### src/common/gpxi_pkg.sv
package gpxi_pkg;

	// ----------------------------------------
	// port geometry
	// ----------------------------------------
	localparam int unsigned PIN_COUNT = 8;

	// ----------------------------------------
	// reset values
	// ----------------------------------------
	localparam logic [7:0] RST_DIR   = 8'h00;
	localparam logic [7:0] RST_OPT   = 8'h00;
	localparam logic [7:0] RST_LATCH = 8'h00;
	localparam logic [1:0] RST_SENS  = 2'h0;

	// ----------------------------------------
	// sensitivity encodings of ext_irq_edge_select
	// ----------------------------------------
	localparam logic [1:0] SENS_FALL_LOW = 2'h0;
	localparam logic [1:0] SENS_RISE     = 2'h1;
	localparam logic [1:0] SENS_FALL     = 2'h2;
	localparam logic [1:0] SENS_BOTH     = 2'h3;

	// ----------------------------------------
	// cpu-side access and peripheral carriers
	// ----------------------------------------
	typedef struct packed {
		logic       wr_latch;
		logic       wr_dir;
		logic       wr_opt;
		logic       wr_sens;
		logic [7:0] wdata;
		logic [1:0] wsens;
	} gpxi_cpu_t;

	typedef struct packed {
		logic [7:0] out_en;
		logic [7:0] out_val;
		logic [7:0] open_drain;
		logic [7:0] in_en;
	} gpxi_alt_t;

endpackage

### src/design/gpxi_detect.sv
`timescale 1ns/1ns
module gpxi_detect (
	// clock and reset
	input  wire logic       clk,
	input  wire logic       reset,
	// pin and sensitivity
	input  wire logic       level,
	input  wire logic       enable,
	input  wire logic [1:0] sens,
	output logic            event_out
);

	logic prev;
	logic next_prev;

	always_comb begin
		next_prev = level;
		event_out = 1'b0;
		if (enable) begin
			unique case (sens)
				gpxi_pkg::SENS_FALL_LOW: event_out = ~level;
				gpxi_pkg::SENS_RISE:     event_out = level & ~prev;
				gpxi_pkg::SENS_FALL:     event_out = ~level & prev;
				gpxi_pkg::SENS_BOTH:     event_out = level ^ prev;
			endcase
		end
	end

	always_ff @(posedge clk) begin
		if (reset) begin
			prev <= 1'b0;
		end else begin
			prev <= next_prev;
		end
	end

endmodule

### src/design/gpxi_port.sv
`timescale 1ns/1ns
module gpxi_port (
	// clock and reset
	input  wire logic                clk,
	input  wire logic                reset,
	// cpu access
	input  wire gpxi_pkg::gpxi_cpu_t cpu,
	input  wire logic                vector_fetch,
	output logic [7:0]               latch_rdata,
	output logic [7:0]               dir_rdata,
	output logic [7:0]               opt_rdata,
	output logic [1:0]               sens_rdata,
	output logic                     irq_req,
	// alternate functions
	input  wire gpxi_pkg::gpxi_alt_t alt,
	output logic [7:0]               alt_in,
	// pins
	input  wire logic [7:0]          pin_in,
	output logic [7:0]               pin_out,
	output logic [7:0]               pin_oe
);

	localparam int unsigned N = gpxi_pkg::PIN_COUNT;

	// ----------------------------------------
	// configuration registers
	// ----------------------------------------
	logic [N-1:0] pin_data_latch;
	logic [N-1:0] dir;
	logic [N-1:0] opt;
	logic [1:0]   ext_irq_edge_select;
	logic [N-1:0] next_latch;
	logic [N-1:0] next_dir;
	logic [N-1:0] next_opt;
	logic [1:0]   next_sens;

	always_comb begin
		next_latch = cpu.wr_latch ? cpu.wdata : pin_data_latch;
		next_dir   = cpu.wr_dir ? cpu.wdata : dir;
		next_opt   = cpu.wr_opt ? cpu.wdata : opt;
		next_sens  = cpu.wr_sens ? cpu.wsens : ext_irq_edge_select;
	end

	always_ff @(posedge clk) begin
		if (reset) begin
			pin_data_latch      <= gpxi_pkg::RST_LATCH;
			dir                 <= gpxi_pkg::RST_DIR;
			opt                 <= gpxi_pkg::RST_OPT;
			ext_irq_edge_select <= gpxi_pkg::RST_SENS;
		end else begin
			pin_data_latch      <= next_latch;
			dir                 <= next_dir;
			opt                 <= next_opt;
			ext_irq_edge_select <= next_sens;
		end
	end

	// ----------------------------------------
	// pin synchronisers and detectors
	// ----------------------------------------
	logic [N-1:0] pin_sync;
	logic [N-1:0] det;

	for (genvar i = 0; i < N; i++) begin : g_pin
		gpxi_sync u_sync (
			.clk      (clk),
			.reset    (reset),
			.async_in (pin_in[i]),
			.sync_out (pin_sync[i])
		);
		gpxi_detect u_det (
			.clk       (clk),
			.reset     (reset),
			.level     (pin_sync[i]),
			.enable    (~dir[i] & opt[i] & ~alt.out_en[i]),
			.sens      (ext_irq_edge_select),
			.event_out (det[i])
		);
	end

	// ----------------------------------------
	// pin drive
	// ----------------------------------------
	logic [N-1:0] drv_val;
	logic [N-1:0] drv_od;
	logic [N-1:0] drv_en;
	logic [N-1:0] next_pin_out;
	logic [N-1:0] next_pin_oe;

	always_comb begin
		drv_en  = alt.out_en | dir;
		drv_val = (alt.out_en & alt.out_val) | (~alt.out_en & pin_data_latch);
		drv_od  = (alt.out_en & alt.open_drain) | (~alt.out_en & opt);
		next_pin_oe  = drv_en & ~(drv_od & drv_val);
		next_pin_out = drv_val & ~drv_od;
	end

	always_ff @(posedge clk) begin
		if (reset) begin
			pin_out <= 8'h00;
			pin_oe  <= 8'h00;
		end else begin
			pin_out <= next_pin_out;
			pin_oe  <= next_pin_oe;
		end
	end

	// ----------------------------------------
	// read-back and alternate input
	// ----------------------------------------
	logic [N-1:0] next_rdata;
	logic [N-1:0] next_alt_in;

	always_comb begin
		next_rdata = (dir & pin_data_latch)
			| (~dir & alt.out_en & alt.out_val)
			| (~dir & ~alt.out_en & pin_sync);
		next_alt_in = (dir & pin_data_latch) | (~dir & pin_sync);
	end

	always_ff @(posedge clk) begin
		if (reset) begin
			latch_rdata <= 8'h00;
			alt_in      <= 8'h00;
		end else begin
			latch_rdata <= next_rdata;
			alt_in      <= next_alt_in;
		end
	end

	assign dir_rdata  = dir;
	assign opt_rdata  = opt;
	assign sens_rdata = ext_irq_edge_select;

	// ----------------------------------------
	// interrupt request latch
	// ----------------------------------------
	logic any_event;
	logic next_irq;

	always_comb begin
		any_event = |det;
		next_irq  = irq_req;
		if (vector_fetch || cpu.wr_sens) begin
			next_irq = 1'b0;
		end
		if (any_event && !cpu.wr_sens) begin
			next_irq = 1'b1;
		end
	end

	always_ff @(posedge clk) begin
		if (reset) begin
			irq_req <= 1'b0;
		end else begin
			irq_req <= next_irq;
		end
	end

	// ----------------------------------------
	// checks
	// ----------------------------------------
	chk_latch_write: assert property (@(posedge clk) disable iff (reset)
		cpu.wr_latch |=> pin_data_latch == $past(cpu.wdata))
		else $error("latch write lost");

	chk_out_read: assert property (@(posedge clk) disable iff (reset)
		(dir[0] && !cpu.wr_latch && !cpu.wr_dir) |=>
		latch_rdata[0] == $past(pin_data_latch[0]))
		else $error("output read not latch");

	chk_in_read: assert property (@(posedge clk) disable iff (reset)
		(!dir[1] && !alt.out_en[1]) |=> latch_rdata[1] == $past(pin_sync[1]))
		else $error("input read not pin");

	chk_od_float: assert property (@(posedge clk) disable iff (reset)
		(dir[2] && opt[2] && pin_data_latch[2] && !alt.out_en[2])
		|=> !pin_oe[2])
		else $error("open drain drives high");

	chk_drive_low: assert property (@(posedge clk) disable iff (reset)
		(dir[3] && !pin_data_latch[3] && !alt.out_en[3])
		|=> pin_oe[3] && !pin_out[3])
		else $error("low not driven");

	chk_input_hiz: assert property (@(posedge clk) disable iff (reset)
		(!dir[4] && !alt.out_en[4]) |=> !pin_oe[4])
		else $error("input pin driven");

	chk_alt_drive: assert property (@(posedge clk) disable iff (reset)
		(alt.out_en[5] && !alt.open_drain[5]) |=>
		pin_oe[5] && pin_out[5] == $past(alt.out_val[5]))
		else $error("alternate output not driven");

	chk_alt_read: assert property (@(posedge clk) disable iff (reset)
		(!dir[6] && alt.out_en[6]) |=> latch_rdata[6] == $past(alt.out_val[6]))
		else $error("alternate status not read");

	chk_irq_set: assert property (@(posedge clk) disable iff (reset)
		(any_event && !cpu.wr_sens) |=> irq_req)
		else $error("event not latched");

	chk_irq_clear: assert property (@(posedge clk) disable iff (reset)
		(cpu.wr_sens || (vector_fetch && !any_event)) |=> !irq_req)
		else $error("request not cleared");

	chk_reset_cfg: assert property (@(posedge clk)
		reset |=> dir == 8'h00 && opt == 8'h00 && !irq_req)
		else $error("reset did not clear");

	chk_dir_write: assert property (@(posedge clk) disable iff (reset)
		cpu.wr_dir |=> dir == $past(cpu.wdata))
		else $error("direction write lost");

	chk_opt_write: assert property (@(posedge clk) disable iff (reset)
		cpu.wr_opt |=> opt == $past(cpu.wdata))
		else $error("option write lost");

	chk_sens_write: assert property (@(posedge clk) disable iff (reset)
		cpu.wr_sens |=> ext_irq_edge_select == $past(cpu.wsens))
		else $error("sensitivity write lost");

	chk_plain_quiet: assert property (@(posedge clk) disable iff (reset)
		(det & (dir | ~opt | alt.out_en)) == 8'h00)
		else $error("event on non interrupt pin");

	chk_irq_hold: assert property (@(posedge clk) disable iff (reset)
		(irq_req && !vector_fetch && !cpu.wr_sens) |=> irq_req)
		else $error("request lost without clear");

	chk_rise_event: assert property (@(posedge clk) disable iff (reset)
		(ext_irq_edge_select == gpxi_pkg::SENS_RISE && opt[3] && !dir[3]
		&& !alt.out_en[3] && $rose(pin_sync[3]) && !cpu.wr_sens)
		|=> irq_req)
		else $error("rising edge not latched");

	chk_alt_override: assert property (@(posedge clk) disable iff (reset)
		(dir[7] && alt.out_en[7] && !alt.open_drain[7]) |=>
		pin_oe[7] && pin_out[7] == $past(alt.out_val[7]))
		else $error("alternate did not override");

	chk_od_alt: assert property (@(posedge clk) disable iff (reset)
		(alt.out_en[6] && alt.open_drain[6] && alt.out_val[6]) |=> !pin_oe[6])
		else $error("alternate open drain drives high");

	chk_alt_in_latch: assert property (@(posedge clk) disable iff (reset)
		dir[4] |=> alt_in[4] == $past(pin_data_latch[4]))
		else $error("alternate input not latch");

	chk_alt_in_pin: assert property (@(posedge clk) disable iff (reset)
		!dir[3] |=> alt_in[3] == $past(pin_sync[3]))
		else $error("alternate input not pin");

	chk_pp_high: assert property (@(posedge clk) disable iff (reset)
		(dir[1] && !opt[1] && pin_data_latch[1] && !alt.out_en[1])
		|=> pin_oe[1] && pin_out[1])
		else $error("push pull high not driven");

	chk_reset_pins: assert property (@(posedge clk)
		reset |=> pin_oe == 8'h00
		&& pin_data_latch == gpxi_pkg::RST_LATCH)
		else $error("reset left pins driven");

	cov_irq: cover property (@(posedge clk) disable iff (reset)
		irq_req ##1 vector_fetch ##1 !irq_req);
	cov_od: cover property (@(posedge clk) disable iff (reset)
		|(dir & opt));
	cov_alt: cover property (@(posedge clk) disable iff (reset)
		|(alt.out_en & ~dir));

	cov_alt_in: cover property (@(posedge clk) disable iff (reset)
		|(alt.in_en & dir));

	cov_level: cover property (@(posedge clk) disable iff (reset)
		irq_req && ext_irq_edge_select == gpxi_pkg::SENS_FALL_LOW);

endmodule

### src/design/gpxi_sync.sv
`timescale 1ns/1ns
module gpxi_sync (
	// clock and reset
	input  wire logic clk,
	input  wire logic reset,
	// level
	input  wire logic async_in,
	output logic      sync_out
);

	logic stage1;
	logic next_stage1;
	logic next_sync;

	always_comb begin
		next_stage1 = async_in;
		next_sync   = stage1;
	end

	always_ff @(posedge clk) begin
		if (reset) begin
			stage1   <= 1'b0;
			sync_out <= 1'b0;
		end else begin
			stage1   <= next_stage1;
			sync_out <= next_sync;
		end
	end

endmodule

### config.mk
export PLATFORM = sky130hd
export DESIGN_NAME = gpxi_port
export DESIGN_NICKNAME = d
export VERILOG_FILES = /design/src/common/gpxi_pkg.sv /design/src/design/gpxi_detect.sv /design/src/design/gpxi_port.sv /design/src/design/gpxi_sync.sv
export SDC_FILE = /design/constraint.sdc
export NUM_CORES = 1
export LEC_CHECK = 0
export BUFFER_PORTS_ARGS = -buffer_cell sky130_fd_sc_hd__buf_2
export CORE_AREA = 2 2 100 73
export DETAILED_ROUTE_END_ITERATION = 10
export DIE_AREA = 0 0 102 75
export PLACE_DENSITY_LB_ADDON = 0.05
export RECOVER_POWER = 50
export SLEW_MARGIN = 5
export SYNTH_ARGS = -nofsm -noshare
export SYNTH_HDL_FRONTEND = slang
export SYNTH_HIERARCHICAL = 1
export SYNTH_SLANG_ARGS = --single-unit
### constraint.sdc
create_clock -name clk -period 3.9 [get_ports clk]
set_input_delay 0.78 -clock clk [delete_from_list [all_inputs] [get_ports clk]]
set_output_delay 0.78 -clock clk [all_outputs]
set_load 0.01 [all_outputs]
After elaboration in Yosys (flattened, before gate mapping)
Cells that the tools add are included.
{ "op_classes": {"eq_ne": 3, "muxes": 18, "bitwise_logic": 95, "n_reduce_logical": 6} }
{ "ops": {"columns": ["cell", "count"], "rows": [
  ["AND 8 bit", 13],
  ["bitwise OR 8 bit", 6],
  ["AND 1 bit", 32],
  ["inverter 1 bit", 32],
  ["inverter 8 bit", 4],
  ["one-hot mux 1 bit (4 select lines)", 8],
  ["2-to-1 mux 1 bit", 10],
  ["OR reduction 8 bit", 1],
  ["XOR 1 bit", 8],
  ["equality test 2 bit, second input constant", 2],
  ["equality test 2 x 1 -> 1 bit, second input constant", 1],
  ["logical NOT 2 bit", 1],
  ["nonzero test 2 bit", 1],
  ["logical AND 1 bit", 1],
  ["logical NOT 1 bit", 1],
  ["logical OR 1 bit", 1]
]} }
{ "word_totals": {"reg_bits": 83, "out_inout_bits": 51, "elab_cells": 155} }

Longest topological paths before layout
{ "logic_depth": {"ltp_word": 7, "mapped_depth": 7, "ltp_nobuf": 7} }

By module
The synthesis kept the hierarchy.
{ "modules_own_cells": {"columns": ["mod", "instances", "cells_per_inst", "area_per_inst_um2", "seq_area_each_um2"], "rows": [
  ["gpxi_port", 1, 229, 2451.1, 1181.1],
  ["gpxi_detect", 8, 12, 88.8, 20.0],
  ["gpxi_sync", 8, 4, 52.6, 40.0]
]} }

Least setup slack after synthesis
No wires, ideal clock.
{ "synth_timing": {"path_kind": "reg-to-reg", "from": "register ext_irq_edge_select[0], in the netlist sens_rdata[0]", "to": "register irq_req", "arrival_ps": 1513, "required_time_ps": 3764, "slack_ps": 2251, "stages_incl_launch_ff": 6, "path_cell_list": "dfxtp_1 > nand2_1 > o2111ai_1 > o21ai_1 > nor4_1 > a311oi_1"} }
{ "synth_via": {"elab_chain_len": 6} }
{ "synth_rtl": {"columns": ["element", "line", "rtl"], "rows": [
  ["start, declared", "gpxi_port.sv:31", "logic [1:0] ext_irq_edge_select;"],
  ["start signal, assigned", "gpxi_port.sv:49", "ext_irq_edge_select <= gpxi_pkg::RST_SENS;"],
  ["start signal, assigned", "gpxi_port.sv:54", "ext_irq_edge_select <= next_sens;"],
  ["equality test 2 bit, or another cell as far along", "gpxi_detect.sv:20", "unique case (sens)"],
  ["one-hot mux 1 bit (4 select lines) (*)", "gpxi_detect.sv:20", null],
  ["2-to-1 mux 1 bit (*)", "gpxi_detect.sv:19", "if (enable) begin"],
  ["net det[0]", "gpxi_port.sv:62", "logic [N-1:0] det;"],
  ["OR reduction 8 bit (*)", "gpxi_port.sv:142", "any_event = |det;"],
  ["logical AND 1 bit (*)", "gpxi_port.sv:147", "if (any_event && !cpu.wr_sens) begin"],
  ["2-to-1 mux 1 bit / nonzero test 2 bit (equally long branches)", null, null],
  ["end signal, assigned", "gpxi_port.sv:156", "irq_req <= next_irq;"],
  ["end, declared", "gpxi_port.sv:13", "output logic irq_req,"]
]} }
The timed path passes the listed nets; every way through them passes the cells marked *.
A chain may end at the register's enable or synchronous reset.

Final worst setup path
{ "layout_timing": {"from": "register ext_irq_edge_select[0], in the netlist sens_rdata[0]", "to": "output sens_rdata[0]"} }
{ "layout_lines": {"columns": ["element", "line", "rtl"], "rows": [
  ["end, declared", "gpxi_port.sv:12", "output logic [1:0] sens_rdata,"]
]} }
No word-level cell between the ends.

==> parameters.txt <==
Parameter                              Value

Cells and area
  Layout cell share with drive strength beyond 1    22.6%
  Fin nets    531
  Most frequent standard cell in the layout excluding fill and tap cells    sky130_fd_sc_hd__dfxtp_1
  Commonest non-fill, non-tap cells in the layout    sky130_fd_sc_hd__dfxtp_1 (83), sky130_fd_sc_hd__buf_2 (70), sky130_fd_sc_hd__nor2_1 (50)
  Antenna diode instance count    0
  Final cell count without fillers    554
  Layout overhead on the synthesized area    20.3%

Detailed routing
  Mean number of vias per cell    5.01
  Average routed wire per standard cell    13.0 um
  Final wirelength    7180 um
  Total iterations of the first detailed-routing run    5
  Residual DRC count    0
  Number of DRC violations after detailed-routing iteration 0    85
  Via total after detailed routing    2778
  Antenna viol nets, final    0

Placed design
  Buffers on Ports    99
  Detailed-placement wirelength estimate    5000 um
  Final GP Congestion    0.803
  Number of placed instances, taps included    541

Logic synthesis
  Post-Synthesis Mean Instance Area    10.0 um^2
  Fraction of post-synthesis cell area in the top cell type by area    46.4%
  Post-synthesis cell count    357
  Post-synth net total    430
  Number of distinct standard cells referenced by the synthesized netlist    25
  Number of warning messages in the yosys log    6
  Mux contribution to synthesized area    11.7%
  Share of the synthesized netlist area taken by xor and xnor gates    0%
  Cell type contributing the most total cell area after synthesis    sky130_fd_sc_hd__dfxtp_1
  Post-synthesis cell area    3580 um^2
  Part of the Yosys area used for sequential elements    46.4%
  Ranking of synthesized cells by area    sky130_fd_sc_hd__dfxtp_1 (46%), sky130_fd_sc_hd__mux2i_1 (12%), sky130_fd_sc_hd__ha_1 (5.6%)
  Synth Area in Compound Gates    13.9%
  Synthesized-area fraction occupied by adder cells    5.59%
  Simple-gate portion of the synthesized area    18.3%
  Largest family of logic cells by synthesized area    simple AND/OR/NAND/NOR gates
  Number of register bits inferred by synthesis    83

Clocking
  CTS resizes    0
  CTS Buffer Depth    2
  Number of buffers added by the clock tree synthesis step    9
  H-Tree Level Count    3
  Number of hold-repair buffers added at the cts stage    0
  Number of setup buffers added after CTS    0
  Sink Count    83
  CTS Root Cell    sky130_fd_sc_hd__clkbuf_8
  Clock transition at the register clock pins on the worst setup and hold paths after CTS    0.07 ns
  Clock latency on the worst-skew pair    0.34 ns
  Clock tree from TritonCTS    yes

Timing
  Upper clock frequency limit    0.406 GHz
  Transition time of the tightest slew-check pin    1.89 ns
  Final setup skew    0.00357 ns
  Setup Viol. Count Final    0
  Normalized max-slew margin    -26.0%
  Setup repair after global routing missed its margin    false
  Final Hold Vio Count    0
  Ratio of final minimum period to clock period    63.2%
  Min Clock Period, post-route    2.47 ns
  Number of max-slew violations in the final report    41
  TNS Setup    0 ns

Flow run
  Max-cap violation count    1

Global route
  GRT met1 Usage    27.2%
  Pin count of the biggest net entering global routing    44
  All-Layer GR Usage    19.5%
  Global-route wire length before repair    11500 um
  Remaining Overflow, GRT    0
  Most heavily used metal layer in global routing    met2
  Global routing usage on met2    29.2%
  Met3 demand-to-capacity share in global routing    5.94%
  Antenna violations before repair    0
  Number of global-route vias before repair    2466

Power and ir drop
  Static leakage    1.82 nW
  Power per cell area    413 nW/um^2
  VDD IR-drop max    0.253 mV

Setup path
  Slowest-stage cell, CP    sky130_fd_sc_hd__dfxtp_1
  CP Class    reg2out
  Worst Path Buf+Inv    1
  Cell family with the largest share of critical-path delay    flip-flops
  Worst path arrival time    1.69 ns
  Startpoint kind of the worst setup timing path    flip-flop
  Data required time of the worst path    3.12 ns
  CP max FO    34
  Capturing element type of the critical path    output port
  Cell breakdown of the critical path    buf_2
  Largest stage delay on the critical path    1.06 ns

Floorplan
  Placeable core region    6630 um^2
  Die Footprint    7650 um^2
  Starting utilization of the core area    54.0%
  Horizontal extent of the die    102 um
  Total I/O pin count    108
  Number of placement rows    25
  Die height    75 um

Run status
  Violated checks    capacitance limit, slew limit
  Outcome    finished, violations left

Min path
  Hold WC Path Type    reg2reg
==> worst reg2reg max path, cell delays in order (launching register included) <==
cell,delay (ns)
sky130_fd_sc_hd__dfxtp_1,1.06
sky130_fd_sc_hd__nand2_1,0.15
sky130_fd_sc_hd__o2111ai_1,0.17
sky130_fd_sc_hd__o21ai_1,0.12
sky130_fd_sc_hd__nor4_1,0.30
sky130_fd_sc_hd__a311oi_1,0.12
==> path summary, 6_finish.rpt <==
| check | depth (start not counted) | end | from | slack, ns |
|---|---|---|---|---|
| worst max-delay path | 1 | sens_rdata[0] | sens_rdata[0] | 1.43 |
| worst min-delay path | 1 | g_pin[0].u_sync/sync_out | g_pin[0].u_sync/next_sync | 0.44 |
| worst min register to register | 1 | g_pin[0].u_sync/sync_out | g_pin[0].u_sync/next_sync | 0.44 |
| worst max register to register | 5 | irq_req | sens_rdata[0] | 1.85 |
==> Yosys cell counts <==
| master | number |
|---|---|
| sky130_fd_sc_hd__a211oi_2 | 8 |
| sky130_fd_sc_hd__a21boi_0 | 8 |
| sky130_fd_sc_hd__a21oi_1 | 8 |
| sky130_fd_sc_hd__a21oi_2 | 8 |
| sky130_fd_sc_hd__a311oi_1 | 1 |
| sky130_fd_sc_hd__a31oi_1 | 8 |
| sky130_fd_sc_hd__and2b_4 | 8 |
| sky130_fd_sc_hd__buf_2 | 7 |
| sky130_fd_sc_hd__buf_4 | 2 |
| sky130_fd_sc_hd__clkbuf_1 | 1 |
| sky130_fd_sc_hd__dfxtp_1 | 83 |
| sky130_fd_sc_hd__ha_1 | 16 |
| sky130_fd_sc_hd__inv_1 | 24 |
| sky130_fd_sc_hd__mux2i_1 | 42 |
| sky130_fd_sc_hd__nand2_1 | 8 |
| sky130_fd_sc_hd__nand2b_1 | 9 |
| sky130_fd_sc_hd__nand3b_1 | 8 |
| sky130_fd_sc_hd__nor2_1 | 50 |
| sky130_fd_sc_hd__nor2b_1 | 16 |
| sky130_fd_sc_hd__nor3b_1 | 8 |
| sky130_fd_sc_hd__nor4_1 | 2 |
| sky130_fd_sc_hd__o2111ai_1 | 8 |
| sky130_fd_sc_hd__o21a_1 | 8 |
| sky130_fd_sc_hd__o21ai_1 | 8 |
| sky130_fd_sc_hd__or3b_1 | 8 |
==> metrics by stage <==
stage	power [mW]	worst slack (ns)	cell area (um^2)	utilization, %	hold WS [ns]
after global placement	1.16	1.84	4160	62.8	0.418
final	1.78	1.43	4310	65.0	0.439
after detailed placement	1.17	1.83	4160	62.8	0.427
after global routing	1.87	1.28	4310	65.0	0.460
after floorplan	1.07	2.25	3580	-	0.414
after CTS	1.81	1.43	4360	65.8	0.445
==> power by group <==
part           switching (mW)  internal, mW
logic                   0.106         0.101
clock network           0.273         0.366
registers              0.0400         0.893
total                   0.419          1.36
==> cells by family (layout without fill, tap and decap cells) <==
| kind of cell | count (synthesis) | count (layout) |
|---|---|---|
| mux | 42 | 42 |
| buf+inv | 34 | 137 |
| flops | 83 | 83 |
| simple gates | 117 | 117 |
| compound gates | 65 | 65 |
| fa+ha+maj | 16 | 16 |
==> metal layers <==
| layer | routed length, um | up-vias |
|---|---|---|
| met1 | 3690 | 1258 |
| met5 | 0 | - |
| li1 | - | 1431 |
| met3 | 417 | 9 |
| met2 | 3000 | 80 |
| met4 | 77 | 0 |
==> flip-flops by register name (all words and copies together), names as in the netlist <==
register / count
alt_in: 8
dir_rdata: 8
g_pin.u_det/prev: 8
g_pin.u_sync/next_sync: 8
g_pin.u_sync/sync_out: 8
irq_req: 1
latch_rdata: 8
opt_rdata: 8
pin_data_latch: 8
pin_oe: 8
pin_out: 8
sens_rdata: 2
==> layout make-up <==
type / instances / area, um^2
Fill cell: 608 / 2320
Multi-Input combinational cell: 240 / 1760
Sequential cell: 83 / 1660
Timing Repair Buffer: 100 / 479
Clock buffer: 10 / 138
Tap cell: 94 / 118
Inverter: 24 / 90.1
Clock inverter: 3 / 65.1
Note: power is estimated with default switching activity, not from simulation.
